`config.mk`:
```
export PLATFORM = sky130hd
export DESIGN_NAME = frcr_config_reg
export DESIGN_NICKNAME = d
export VERILOG_FILES = /design/src/include/frcr_pkg.sv /design/src/frcr_config_reg.sv /design/src/frcr_first_access_timer.sv
export SDC_FILE = /design/constraint.sdc
export NUM_CORES = 1
export LEC_CHECK = 0
export ABC_AREA = 1
export BUFFER_PORTS_ARGS = -buffer_cell sky130_fd_sc_hd__buf_2
export CAP_MARGIN = 20
export CORE_MARGIN = 8
export CORE_UTILIZATION = 30
export DETAILED_ROUTE_END_ITERATION = 8
export SYNTH_ARGS = -nofsm -noshare
export SYNTH_HDL_FRONTEND = slang
export SYNTH_SLANG_ARGS = --single-unit
```
`constraint.sdc`:
```
create_clock -name CLK -period 1.75 [get_ports CLK]
set_input_delay 0.35 -clock CLK [delete_from_list [all_inputs] [get_ports CLK]]
set_output_delay 0.35 -clock CLK [all_outputs]
set_load 0.02 [all_outputs]
```
`src/include/frcr_pkg.sv`:
```
// Shared constants for the flash read configuration register block
package frcr_pkg;
    // Command codes seen on the low data byte of a write cycle
    localparam logic [7:0]  CMD_CFG_SETUP   = 8'h60;
    localparam logic [7:0]  CMD_CFG_CONFIRM = 8'h03;

    // Identifier-space word that returns the configuration word
    localparam logic [15:0] ID_OFS_READ_CFG = 16'h0005;

    // Field positions of the configuration word
    localparam int          BIT_READ_MODE   = 15;
    localparam int          BIT_RSVD_HI     = 14;
    localparam int          LAT_MSB         = 13;
    localparam int          LAT_LSB         = 11;
    localparam int          BIT_POLARITY    = 10;
    localparam int          BIT_DATA_HOLD   = 9;
    localparam int          BIT_STALL_EARLY = 8;
    localparam int          BIT_BURST_ORDER = 7;
    localparam int          BIT_CLK_EDGE    = 6;
    localparam int          RSVD_LO_MSB     = 5;
    localparam int          RSVD_LO_LSB     = 4;
    localparam int          BIT_NOWRAP      = 3;
    localparam int          BLEN_MSB        = 2;
    localparam int          BLEN_LSB        = 0;

    // Defaults: async page mode, code 7, active high, two-clock hold,
    // early release, linear, rising edge, no wrap, continuous
    localparam logic [15:0] CFG_RESET       = 16'hbfcf;

    // Latency code encodings
    localparam logic [2:0]  LAT_MIN         = 3'h2;
    localparam logic [2:0]  LAT_MAX         = 3'h7;

    // Burst length encodings and word counts (zero means continuous)
    localparam logic [2:0]  BLEN_4          = 3'h1;
    localparam logic [2:0]  BLEN_8          = 3'h2;
    localparam logic [2:0]  BLEN_16         = 3'h3;
    localparam logic [2:0]  BLEN_CONT       = 3'h7;
    localparam logic [4:0]  WORDS_4         = 5'h04;
    localparam logic [4:0]  WORDS_8         = 5'h08;
    localparam logic [4:0]  WORDS_16        = 5'h10;
    localparam logic [4:0]  WORDS_CONT      = 5'h00;

    // Length of one data cycle in clocks
    localparam logic [2:0]  HOLD_ONE        = 3'h1;
    localparam logic [2:0]  HOLD_TWO        = 3'h2;

    localparam logic [1:0]  SEQ_ERR_BOTH    = 2'h3;
    localparam logic [1:0]  SEQ_ERR_NONE    = 2'h0;

    // Command decoder states
    typedef enum logic [2:0] {
        FRCR_ST_ARRAY = 3'b001,
        FRCR_ST_ID    = 3'b010,
        FRCR_ST_SETUP = 3'b100
    } frcr_state_t;
endpackage : frcr_pkg

```
`src/frcr_config_reg.sv`:
```
// Read configuration register with command decoding and field outputs
`timescale 1ns/10ps
`default_nettype none
module frcr_config_reg #(
    parameter logic [7:0] CMD_READ_ID    = 8'h90, // Identifier-read command
    parameter logic [7:0] CMD_READ_ARRAY = 8'hff, // Back to array reads
    parameter logic [7:0] CMD_CLR_STATUS = 8'h50  // Clears sequence errors
) (
    input  wire logic        CLK,                   // Bus clock, 40 MHz
    input  wire logic        RESETN,                // Asynchronous reset, active low
    input  wire logic        WR_STB,                // Write cycle, one-cycle pulse
    input  wire logic [15:0] ADDR,                  // Address lines A[15:0]
    input  wire logic [7:0]  WR_DATA,               // Command byte on data pins
    input  wire logic        RD_STB,                // Read cycle, one-cycle pulse
    input  wire logic        ADDRESS_LATCH_STROBE_N,// Address strobe, active low
    output logic [15:0]      RD_DATA,               // Read data
    output logic             RD_VALID,              // Read data valid pulse
    output logic [1:0]       SEQ_ERR,               // Two sticky sequence error bits
    output logic [15:0]      READ_CONFIG_WORD,      // Whole configuration word
    output logic             READ_MODE_SELECT,      // One for async page reads
    output logic [2:0]       FIRST_ACCESS_LATENCY_CODE, // Effective latency code
    output logic             LATENCY_CODE_RESERVED, // Stored code is reserved
    output logic             DATA_HOLD_SELECT,      // Two-clock data cycle
    output logic             STALL_EARLY_SELECT,    // Early indicator release
    output logic             BURST_ORDER_SELECT,    // Linear burst order
    output logic             RISING_EDGE_SELECT,    // Sync logic on rising edge
    output logic             BURST_NOWRAP_SELECT,   // No wrap within length
    output logic [2:0]       BURST_LENGTH_CODE,     // Burst length code
    output logic [4:0]       BURST_WORDS,           // Words per burst, 0 continuous
    output logic             DATA_PENDING,          // Indicator, programmed level
    output logic             FIRST_DATA             // First word driven, pulse
);
    frcr_pkg::frcr_state_t state;
    frcr_pkg::frcr_state_t next_state;
    logic [15:0]           cfg;
    logic                  strobe_d;
    logic                  latch_start;
    logic                  pending;
    logic                  cfg_write;

    function automatic logic [4:0] burst_words(input logic [2:0] code);
        case (code)
            frcr_pkg::BLEN_4:  burst_words = frcr_pkg::WORDS_4;
            frcr_pkg::BLEN_8:  burst_words = frcr_pkg::WORDS_8;
            frcr_pkg::BLEN_16: burst_words = frcr_pkg::WORDS_16;
            default:           burst_words = frcr_pkg::WORDS_CONT;
        endcase
    endfunction

    function automatic logic lat_reserved(input logic [2:0] code);
        lat_reserved = (code < frcr_pkg::LAT_MIN);
    endfunction

    assign cfg_write = WR_STB && (state == frcr_pkg::FRCR_ST_SETUP);

    // Command decoder
    always_comb begin
        next_state = state;
        if (WR_STB) begin
            case (state)
                frcr_pkg::FRCR_ST_SETUP: next_state = frcr_pkg::FRCR_ST_ARRAY;
                default: begin
                    if (WR_DATA == frcr_pkg::CMD_CFG_SETUP) begin
                        next_state = frcr_pkg::FRCR_ST_SETUP;
                    end else if (WR_DATA == CMD_READ_ID) begin
                        next_state = frcr_pkg::FRCR_ST_ID;
                    end else if (WR_DATA == CMD_READ_ARRAY) begin
                        next_state = frcr_pkg::FRCR_ST_ARRAY;
                    end
                end
            endcase
        end
    end

    always_ff @(posedge CLK or negedge RESETN) begin
        if (!RESETN) begin
            state <= frcr_pkg::FRCR_ST_ARRAY;
        end else begin
            state <= next_state;
        end
    end

    // Configuration word
    always_ff @(posedge CLK or negedge RESETN) begin
        if (!RESETN) begin
            cfg <= frcr_pkg::CFG_RESET;
        end else if (cfg_write && (WR_DATA == frcr_pkg::CMD_CFG_CONFIRM)) begin
            cfg <= ADDR;
        end
    end

    // Sticky sequence errors; a new error wins over a clear
    always_ff @(posedge CLK or negedge RESETN) begin
        if (!RESETN) begin
            SEQ_ERR <= frcr_pkg::SEQ_ERR_NONE;
        end else if (cfg_write && (WR_DATA != frcr_pkg::CMD_CFG_CONFIRM)) begin
            SEQ_ERR <= frcr_pkg::SEQ_ERR_BOTH;
        end else if (WR_STB && (WR_DATA == CMD_CLR_STATUS)) begin
            SEQ_ERR <= frcr_pkg::SEQ_ERR_NONE;
        end
    end

    // Identifier-space read back
    always_ff @(posedge CLK or negedge RESETN) begin
        if (!RESETN) begin
            RD_DATA  <= 16'h0000;
            RD_VALID <= 1'b0;
        end else begin
            RD_VALID <= RD_STB;
            if (RD_STB) begin
                if ((state == frcr_pkg::FRCR_ST_ID) && (ADDR == frcr_pkg::ID_OFS_READ_CFG)) begin
                    RD_DATA <= cfg;
                end else begin
                    RD_DATA <= 16'h0000;
                end
            end
        end
    end

    // Field outputs
    assign READ_CONFIG_WORD          = cfg;
    assign READ_MODE_SELECT          = cfg[frcr_pkg::BIT_READ_MODE];
    assign LATENCY_CODE_RESERVED     = lat_reserved(cfg[frcr_pkg::LAT_MSB:frcr_pkg::LAT_LSB]);
    // Reserved latency codes run as the shortest supported code
    assign FIRST_ACCESS_LATENCY_CODE = LATENCY_CODE_RESERVED ? frcr_pkg::LAT_MIN
                                     : cfg[frcr_pkg::LAT_MSB:frcr_pkg::LAT_LSB];
    assign DATA_HOLD_SELECT          = cfg[frcr_pkg::BIT_DATA_HOLD];
    assign STALL_EARLY_SELECT        = cfg[frcr_pkg::BIT_STALL_EARLY];
    // Only linear order exists; the reserved value is output as stored, not forced to linear
    assign BURST_ORDER_SELECT        = cfg[frcr_pkg::BIT_BURST_ORDER];
    assign RISING_EDGE_SELECT        = cfg[frcr_pkg::BIT_CLK_EDGE];
    assign BURST_NOWRAP_SELECT       = cfg[frcr_pkg::BIT_NOWRAP];
    assign BURST_LENGTH_CODE         = cfg[frcr_pkg::BLEN_MSB:frcr_pkg::BLEN_LSB];
    assign BURST_WORDS               = burst_words(BURST_LENGTH_CODE);

    // Address latch: strobe falling, seen on the first edge with strobe low
    always_ff @(posedge CLK or negedge RESETN) begin
        if (!RESETN) begin
            strobe_d <= 1'b1;
        end else begin
            strobe_d <= ADDRESS_LATCH_STROBE_N;
        end
    end

    assign latch_start = !READ_MODE_SELECT && !ADDRESS_LATCH_STROBE_N && strobe_d;

    frcr_first_access_timer u_timer (
        .clk        (CLK),
        .reset_n    (RESETN),
        .start      (latch_start),
        .lat_code   (FIRST_ACCESS_LATENCY_CODE),
        .hold_two   (DATA_HOLD_SELECT),
        .early      (STALL_EARLY_SELECT),
        .pending    (pending),
        .first_data (FIRST_DATA)
    );

    // Async mode keeps the indicator at its deasserted level
    assign DATA_PENDING = (pending && !READ_MODE_SELECT) ~^ cfg[frcr_pkg::BIT_POLARITY];

    cfg_load_a : assert property (@(posedge CLK) disable iff (!RESETN)
        cfg_write && (WR_DATA == frcr_pkg::CMD_CFG_CONFIRM)
        |=> (READ_CONFIG_WORD == $past(ADDR)) && (SEQ_ERR == $past(SEQ_ERR)))
        else $error("confirm did not store the address");

    cfg_stable_a : assert property (@(posedge CLK) disable iff (!RESETN)
        !cfg_write |=> $stable(READ_CONFIG_WORD))
        else $error("configuration changed outside configure sequence");

    seq_error_a : assert property (@(posedge CLK) disable iff (!RESETN)
        cfg_write && (WR_DATA != frcr_pkg::CMD_CFG_CONFIRM)
        |=> (SEQ_ERR == frcr_pkg::SEQ_ERR_BOTH) && $stable(READ_CONFIG_WORD))
        else $error("bad second code did not flag both errors");

    id_read_a : assert property (@(posedge CLK) disable iff (!RESETN)
        RD_STB && (state == frcr_pkg::FRCR_ST_ID) && (ADDR == frcr_pkg::ID_OFS_READ_CFG)
        |=> RD_VALID && (RD_DATA == $past(READ_CONFIG_WORD)))
        else $error("identifier read did not return configuration word");

    async_idle_a : assert property (@(posedge CLK) disable iff (!RESETN)
        READ_MODE_SELECT |-> !latch_start && (DATA_PENDING != cfg[frcr_pkg::BIT_POLARITY]))
        else $error("indicator active in async mode");

    polarity_a : assert property (@(posedge CLK) disable iff (!RESETN)
        (pending && !READ_MODE_SELECT) |-> (DATA_PENDING == cfg[frcr_pkg::BIT_POLARITY]))
        else $error("indicator level does not follow polarity bit");

    burst_len_a : assert property (@(posedge CLK) disable iff (!RESETN)
        (BURST_LENGTH_CODE == frcr_pkg::BLEN_16) |-> (BURST_WORDS == frcr_pkg::WORDS_16))
        else $error("sixteen-word code decoded wrongly");

    latency_clamp_a : assert property (@(posedge CLK) disable iff (!RESETN)
        (FIRST_ACCESS_LATENCY_CODE >= frcr_pkg::LAT_MIN)
        && (LATENCY_CODE_RESERVED == (cfg[frcr_pkg::LAT_MSB:frcr_pkg::LAT_LSB] < frcr_pkg::LAT_MIN)))
        else $error("latency code outside supported range");

    reset_mode_a : assert property (@(posedge CLK) disable iff (!RESETN)
        $rose(RESETN) |-> READ_MODE_SELECT && (READ_CONFIG_WORD == frcr_pkg::CFG_RESET))
        else $error("reset did not restore defaults");
endmodule : frcr_config_reg
`default_nettype wire

```
`src/frcr_first_access_timer.sv`:
```
// First-access latency counter and data-pending indicator timing
`timescale 1ns/10ps
`default_nettype none
module frcr_first_access_timer (
    input  wire logic       clk,        // Bus clock
    input  wire logic       reset_n,    // Asynchronous reset, active low
    input  wire logic       start,      // Address latched, sync mode
    input  wire logic [2:0] lat_code,   // Effective latency code
    input  wire logic       hold_two,   // Two-clock data cycle
    input  wire logic       early,      // Release one data cycle early
    output logic            pending,    // Data-pending, logical level
    output logic            first_data  // First word driven this cycle
);
    logic       busy;
    logic [2:0] cnt;
    logic [2:0] hold_len;

    assign hold_len = hold_two ? frcr_pkg::HOLD_TWO : frcr_pkg::HOLD_ONE;

    always_ff @(posedge clk or negedge reset_n) begin
        if (!reset_n) begin
            busy <= 1'b0;
            cnt  <= 3'h0;
        end else if (start) begin
            busy <= 1'b1;
            cnt  <= lat_code - 3'h1;
        end else if (busy) begin
            cnt  <= cnt - 3'h1;
            busy <= (cnt != 3'h1);
        end
    end

    always_ff @(posedge clk or negedge reset_n) begin
        if (!reset_n) begin
            first_data <= 1'b0;
        end else begin
            first_data <= busy && !start && (cnt == 3'h1);
        end
    end

    // Early release drops the indicator one data cycle ahead of data
    assign pending = busy && !(early && (cnt <= hold_len));

    first_word_a : assert property (@(posedge clk) disable iff (!reset_n)
        start && (lat_code == 3'h3) |-> !first_data ##3 first_data)
        else $error("first word not after three clocks for code 3");

    late_release_a : assert property (@(posedge clk) disable iff (!reset_n)
        start && (lat_code == 3'h4) && !early |=> pending [*3] ##1 !pending)
        else $error("indicator not released with valid data");

    early_release_a : assert property (@(posedge clk) disable iff (!reset_n)
        start && (lat_code == 3'h4) && early && !hold_two
        |=> pending [*2] ##1 (!pending && !first_data) ##1 first_data)
        else $error("indicator not released one cycle before data");
endmodule : frcr_first_access_timer
`default_nettype wire

```
==> results.rst <==
.. list-table::
   :header-rows: 1

   * - Metric
     - Value
   * - Clock transition at the registers of the reported paths
     - 90 ps
   * - Die height
     - 105.0 um
   * - Type of destination of the critical path
     - output pin
   * - Setup crit start kind
     - flip-flop
   * - Yosys top cell area share
     - 29.47%
   * - Number of global-route vias before repair
     - 2193
   * - Fraction of synthesis flops using an asynchronous set or reset pin
     - 100.0%
   * - RSZ-0062 raised after global routing
     - yes
   * - Placed wire-length estimate after detailed placement
     - 4720 um
   * - Horizontal die dimension
     - 105.0 um
   * - Normalized max-slew margin
     - 63.45%
   * - Number of flip-flops and latches in the synthesized netlist
     - 43
   * - Share of the yosys chip area belonging to registers
     - 46.05%
   * - Final count of hold timing violations
     - 0
   * - Slew at the pin closest to its max-slew limit
     - 548.3 ps
   * - PwrDens
     - 794.7 nW/um^2
   * - Clock tree from TritonCTS
     - yes
   * - Startpoint of the worst-slack reg-to-reg timing path
     - state[1]
   * - Filler cell count
     - 866
   * - Leading post-synthesis cells by cell area
     - sky130_fd_sc_hd__dfrtp_1 (29%), sky130_fd_sc_hd__dfstp_2 (17%), sky130_fd_sc_hd__nand2_1 (16%)
   * - Number of flops mapped to enable cells by yosys
     - 0
   * - Number of inserted diodes
     - 0
   * - Library cell used as clock root buffer
     - sky130_fd_sc_hd__clkbuf_8
   * - Worst hold slack after final layout
     - 122.0 ps
   * - Final worst path period share
     - 115.8%
   * - Final critical-path required period
     - 2026 ps
   * - DR pass1 iterations
     - 4
   * - Count of port buffers added during placement
     - 81
   * - Total CTS buffers
     - 5
   * - Number of antenna violations at the first check in global routing
     - 0
   * - Number of synthesis warnings
     - 0
   * - Post-Syn Area per Cell
     - 7.820 um^2
   * - Static Leakage
     - 1.796 nW
   * - Ys flop type
     - sky130_fd_sc_hd__dfrtp_1
   * - Number of nets with antenna violations after routing
     - 0
   * - # Max-Cap Violations
     - 0
   * - Number of top-level design ports
     - 84
   * - Starting DRT DRC Count
     - 94
   * - Vias
     - 2092
   * - WL/cell
     - 12.86 um
   * - Final Max Slew Viols
     - 0
   * - Layout cells sized above 1
     - 35.77%
   * - Worst EP required
     - 1400 ps
   * - Largest fanout on the critical path
     - 2
   * - Cell area after synthesis
     - 2377 um^2
   * - Filler-free cell count of the finished design
     - 485
   * - Most common library cells after synthesis
     - sky130_fd_sc_hd__nand2_1 (99), sky130_fd_sc_hd__inv_1 (43), sky130_fd_sc_hd__nand3_1 (33)
   * - Global-route wire length before repair
     - 10810 um
   * - Floorplan die area
     - 11030 um^2
   * - Core Area
     - 7687 um^2
   * - Depth of the CTS H-tree
     - 2
   * - Number of distinct library cells after synthesis
     - 28
   * - Synthesized instance count
     - 304
   * - Min-Delay Path Class
     - input pin to asynchronous set/reset pin
   * - Outcome
     - finished, violations left
   * - Clock latency at the later pin of the worst-skew pair
     - 290 ps
   * - Signed area change from the synthesized netlist to the final layout
     - 24.63%
   * - Failing checks
     - negative setup slack
   * - Hold_buf cts
     - 0
   * - Buffers from clock root to sink, at most
     - 2
   * - Clock Skew
     - 6.279 ps
   * - Cell type contributing the most total cell area after synthesis
     - sky130_fd_sc_hd__dfrtp_1
   * - Depth of the worst register-to-register path
     - 6
   * - # rows
     - 32
   * - Starting density of the core
     - 30.92%
   * - Vias per Instance
     - 4.313
   * - Post-route DRC
     - 0
   * - Total clock sinks
     - 43
   * - Arrival time at the worst endpoint
     - 1680 ps
   * - Worst setup slack for register-to-register paths
     - 280 ps
   * - Leftover overflow at the end of global routing
     - 0
   * - Final number of setup-violating endpoints
     - 1
   * - Placed cell count
     - 473
   * - Fmax
     - 493.5 MHz
   * - Peak ir drop on the vdd network
     - 0.3123 mV
   * - Reg2Reg Capture Point
     - READ_CONFIG_WORD[4]
   * - Placer Congestion
     - 0.8423
   * - Largest net degree at the start of global routing
     - 44
   * - Top-count cell post-synth
     - sky130_fd_sc_hd__nand2_1
   * - Number of nets in the layout
     - 416
   * - Wire length reported by the detailed router
     - 6239 um
   * - Critical path class
     - flip-flop to output pin
   * - Final worst setup slack
     - -276.3 ps
   * - Total global-route track usage
     - 11.75%
power by group:
| group | leakage [nW] | switching (W) | internal [W] |
|---|---|---|---|
| clock network | 0.0515 | 0.000342 | 0.000361 |
| registers | 0.530 | 0.0000619 | 0.00108 |
| logic | 1.21 | 0.000311 | 0.000203 |
| total | 1.80 | 0.000715 | 0.00164 |
layer usage:
| metal | routed length (um) | vias up | track usage [%] |
|---|---|---|---|
| li1 | - | 1089 | - |
| met1 | 2804 | 944 | 14.34 |
| met2 | 3021 | 49 | 19.73 |
| met3 | 307 | 10 | 2.887 |
| met4 | 106 | 0 | 3.976 |
| met5 | 0 | - | 0 |
cells in the final DEF, fill, tap and decap left out, types with 2 or more instances in the layout:
master and instances:
sky130_fd_sc_hd__buf_2 80, sky130_fd_sc_hd__buf_4 10, sky130_fd_sc_hd__nor3_1 5, sky130_fd_sc_hd__dfstp_2 15, sky130_fd_sc_hd__nor2_1 20, sky130_fd_sc_hd__conb_1 2, sky130_fd_sc_hd__nand2_1 98, sky130_fd_sc_hd__nor3_2 2
sky130_fd_sc_hd__inv_1 41, sky130_fd_sc_hd__o21ai_2 7, sky130_fd_sc_hd__o221ai_1 2, sky130_fd_sc_hd__inv_2 5, sky130_fd_sc_hd__nand3_1 33, sky130_fd_sc_hd__ha_1 4, sky130_fd_sc_hd__nor3_4 2, sky130_fd_sc_hd__a21oi_1 2
sky130_fd_sc_hd__dfrtp_1 28, sky130_fd_sc_hd__o21ai_0 3, sky130_fd_sc_hd__clkbuf_8 7, sky130_fd_sc_hd__nand4_1 2, sky130_fd_sc_hd__nand2_2 4
logic make-up after synthesis:
logic type	count (synthesis)	synth area share (%)
compound gates	18	5.422
xor+xnor	1	0.3685
fa+ha+maj	5	2.632
buf+inv	67	13.58
flops	43	46.05
other cells	1	0.1577
simple gates	169	31.79
worst max-delay path, cell delays in order, from the launching register on:
cell and delay (ps):
sky130_fd_sc_hd__dfstp_2 540, sky130_fd_sc_hd__inv_2 50, sky130_fd_sc_hd__ha_4 260, sky130_fd_sc_hd__inv_2 30, sky130_fd_sc_hd__nor2_2 60, sky130_fd_sc_hd__o21ai_1 70
sky130_fd_sc_hd__nand3_1 80, sky130_fd_sc_hd__nand2_1 50, sky130_fd_sc_hd__nand2_1 80, sky130_fd_sc_hd__nand2_2 50, sky130_fd_sc_hd__buf_6 120
worst max-delay path by stage:
| stage | from | endpoint | slack (ps) | cells past startpoint |
|---|---|---|---|---|
| after floorplan | READ_CONFIG_WORD[9] | DATA_PENDING | 3 | 9 |
| after global placement | READ_CONFIG_WORD[9] | DATA_PENDING | -5 | 10 |
| after detailed placement | READ_CONFIG_WORD[9] | DATA_PENDING | -20 | 10 |
| after global routing | READ_CONFIG_WORD[9] | DATA_PENDING | -380 | 10 |
| after CTS | READ_CONFIG_WORD[9] | DATA_PENDING | -300 | 10 |
| final | READ_CONFIG_WORD[9] | DATA_PENDING | -280 | 10 |
area by class of cell:
cell class	instances	area, um^2	share of cell area (%)
inverter	46	172.7	5.828
tap	102	127.6	4.307
timing repair buffer	91	486.7	16.43
sequential	43	1095	36.95
multi-input combinational	195	980.9	33.11
clock buffer	8	100.1	3.378
flip-flops by register name, summed over array words and instances (netlist names):
name and count:
u_timer.cnt 3, u_timer.first_data 1, RD_VALID 1, SEQ_ERR 1, state 3, READ_CONFIG_WORD 16, RD_DATA 16, strobe_d 1
u_timer.busy 1
stage by stage:
stage / cell area [um^2] / setup slack, ps / total power [W] / TNS (ps) / util [%]
3_3_place_gp: 2824 / -5.154 / 0.001621 / -5.154 / 36.74
6_report: 2963 / -276.3 / 0.002355 / -276.3 / 38.54
3_5_place_dp: 2824 / -21.50 / 0.001639 / -21.50 / 36.74
4_1_cts: 2930 / -298.5 / 0.002364 / -298.5 / 38.12
2_1_floorplan: 2396 / 3.482 / 0.001477 / 0 / -
5_1_grt: 2963 / -381.2 / 0.002504 / -381.2 / 38.54
what timing repair did:
| item | 4_1_cts | 5_1_grt |
|---|---|---|
| gates cloned | 0 | 0 |
| pin swaps | 1 | 4 |
| setup endpoints to repair | 1 | 3 |
| setup buffers | 0 | 4 |
| hold endpoints to repair | 0 | 0 |
| gates resized for setup | 3 | 1 |
Power figures use the tool's default switching activity.
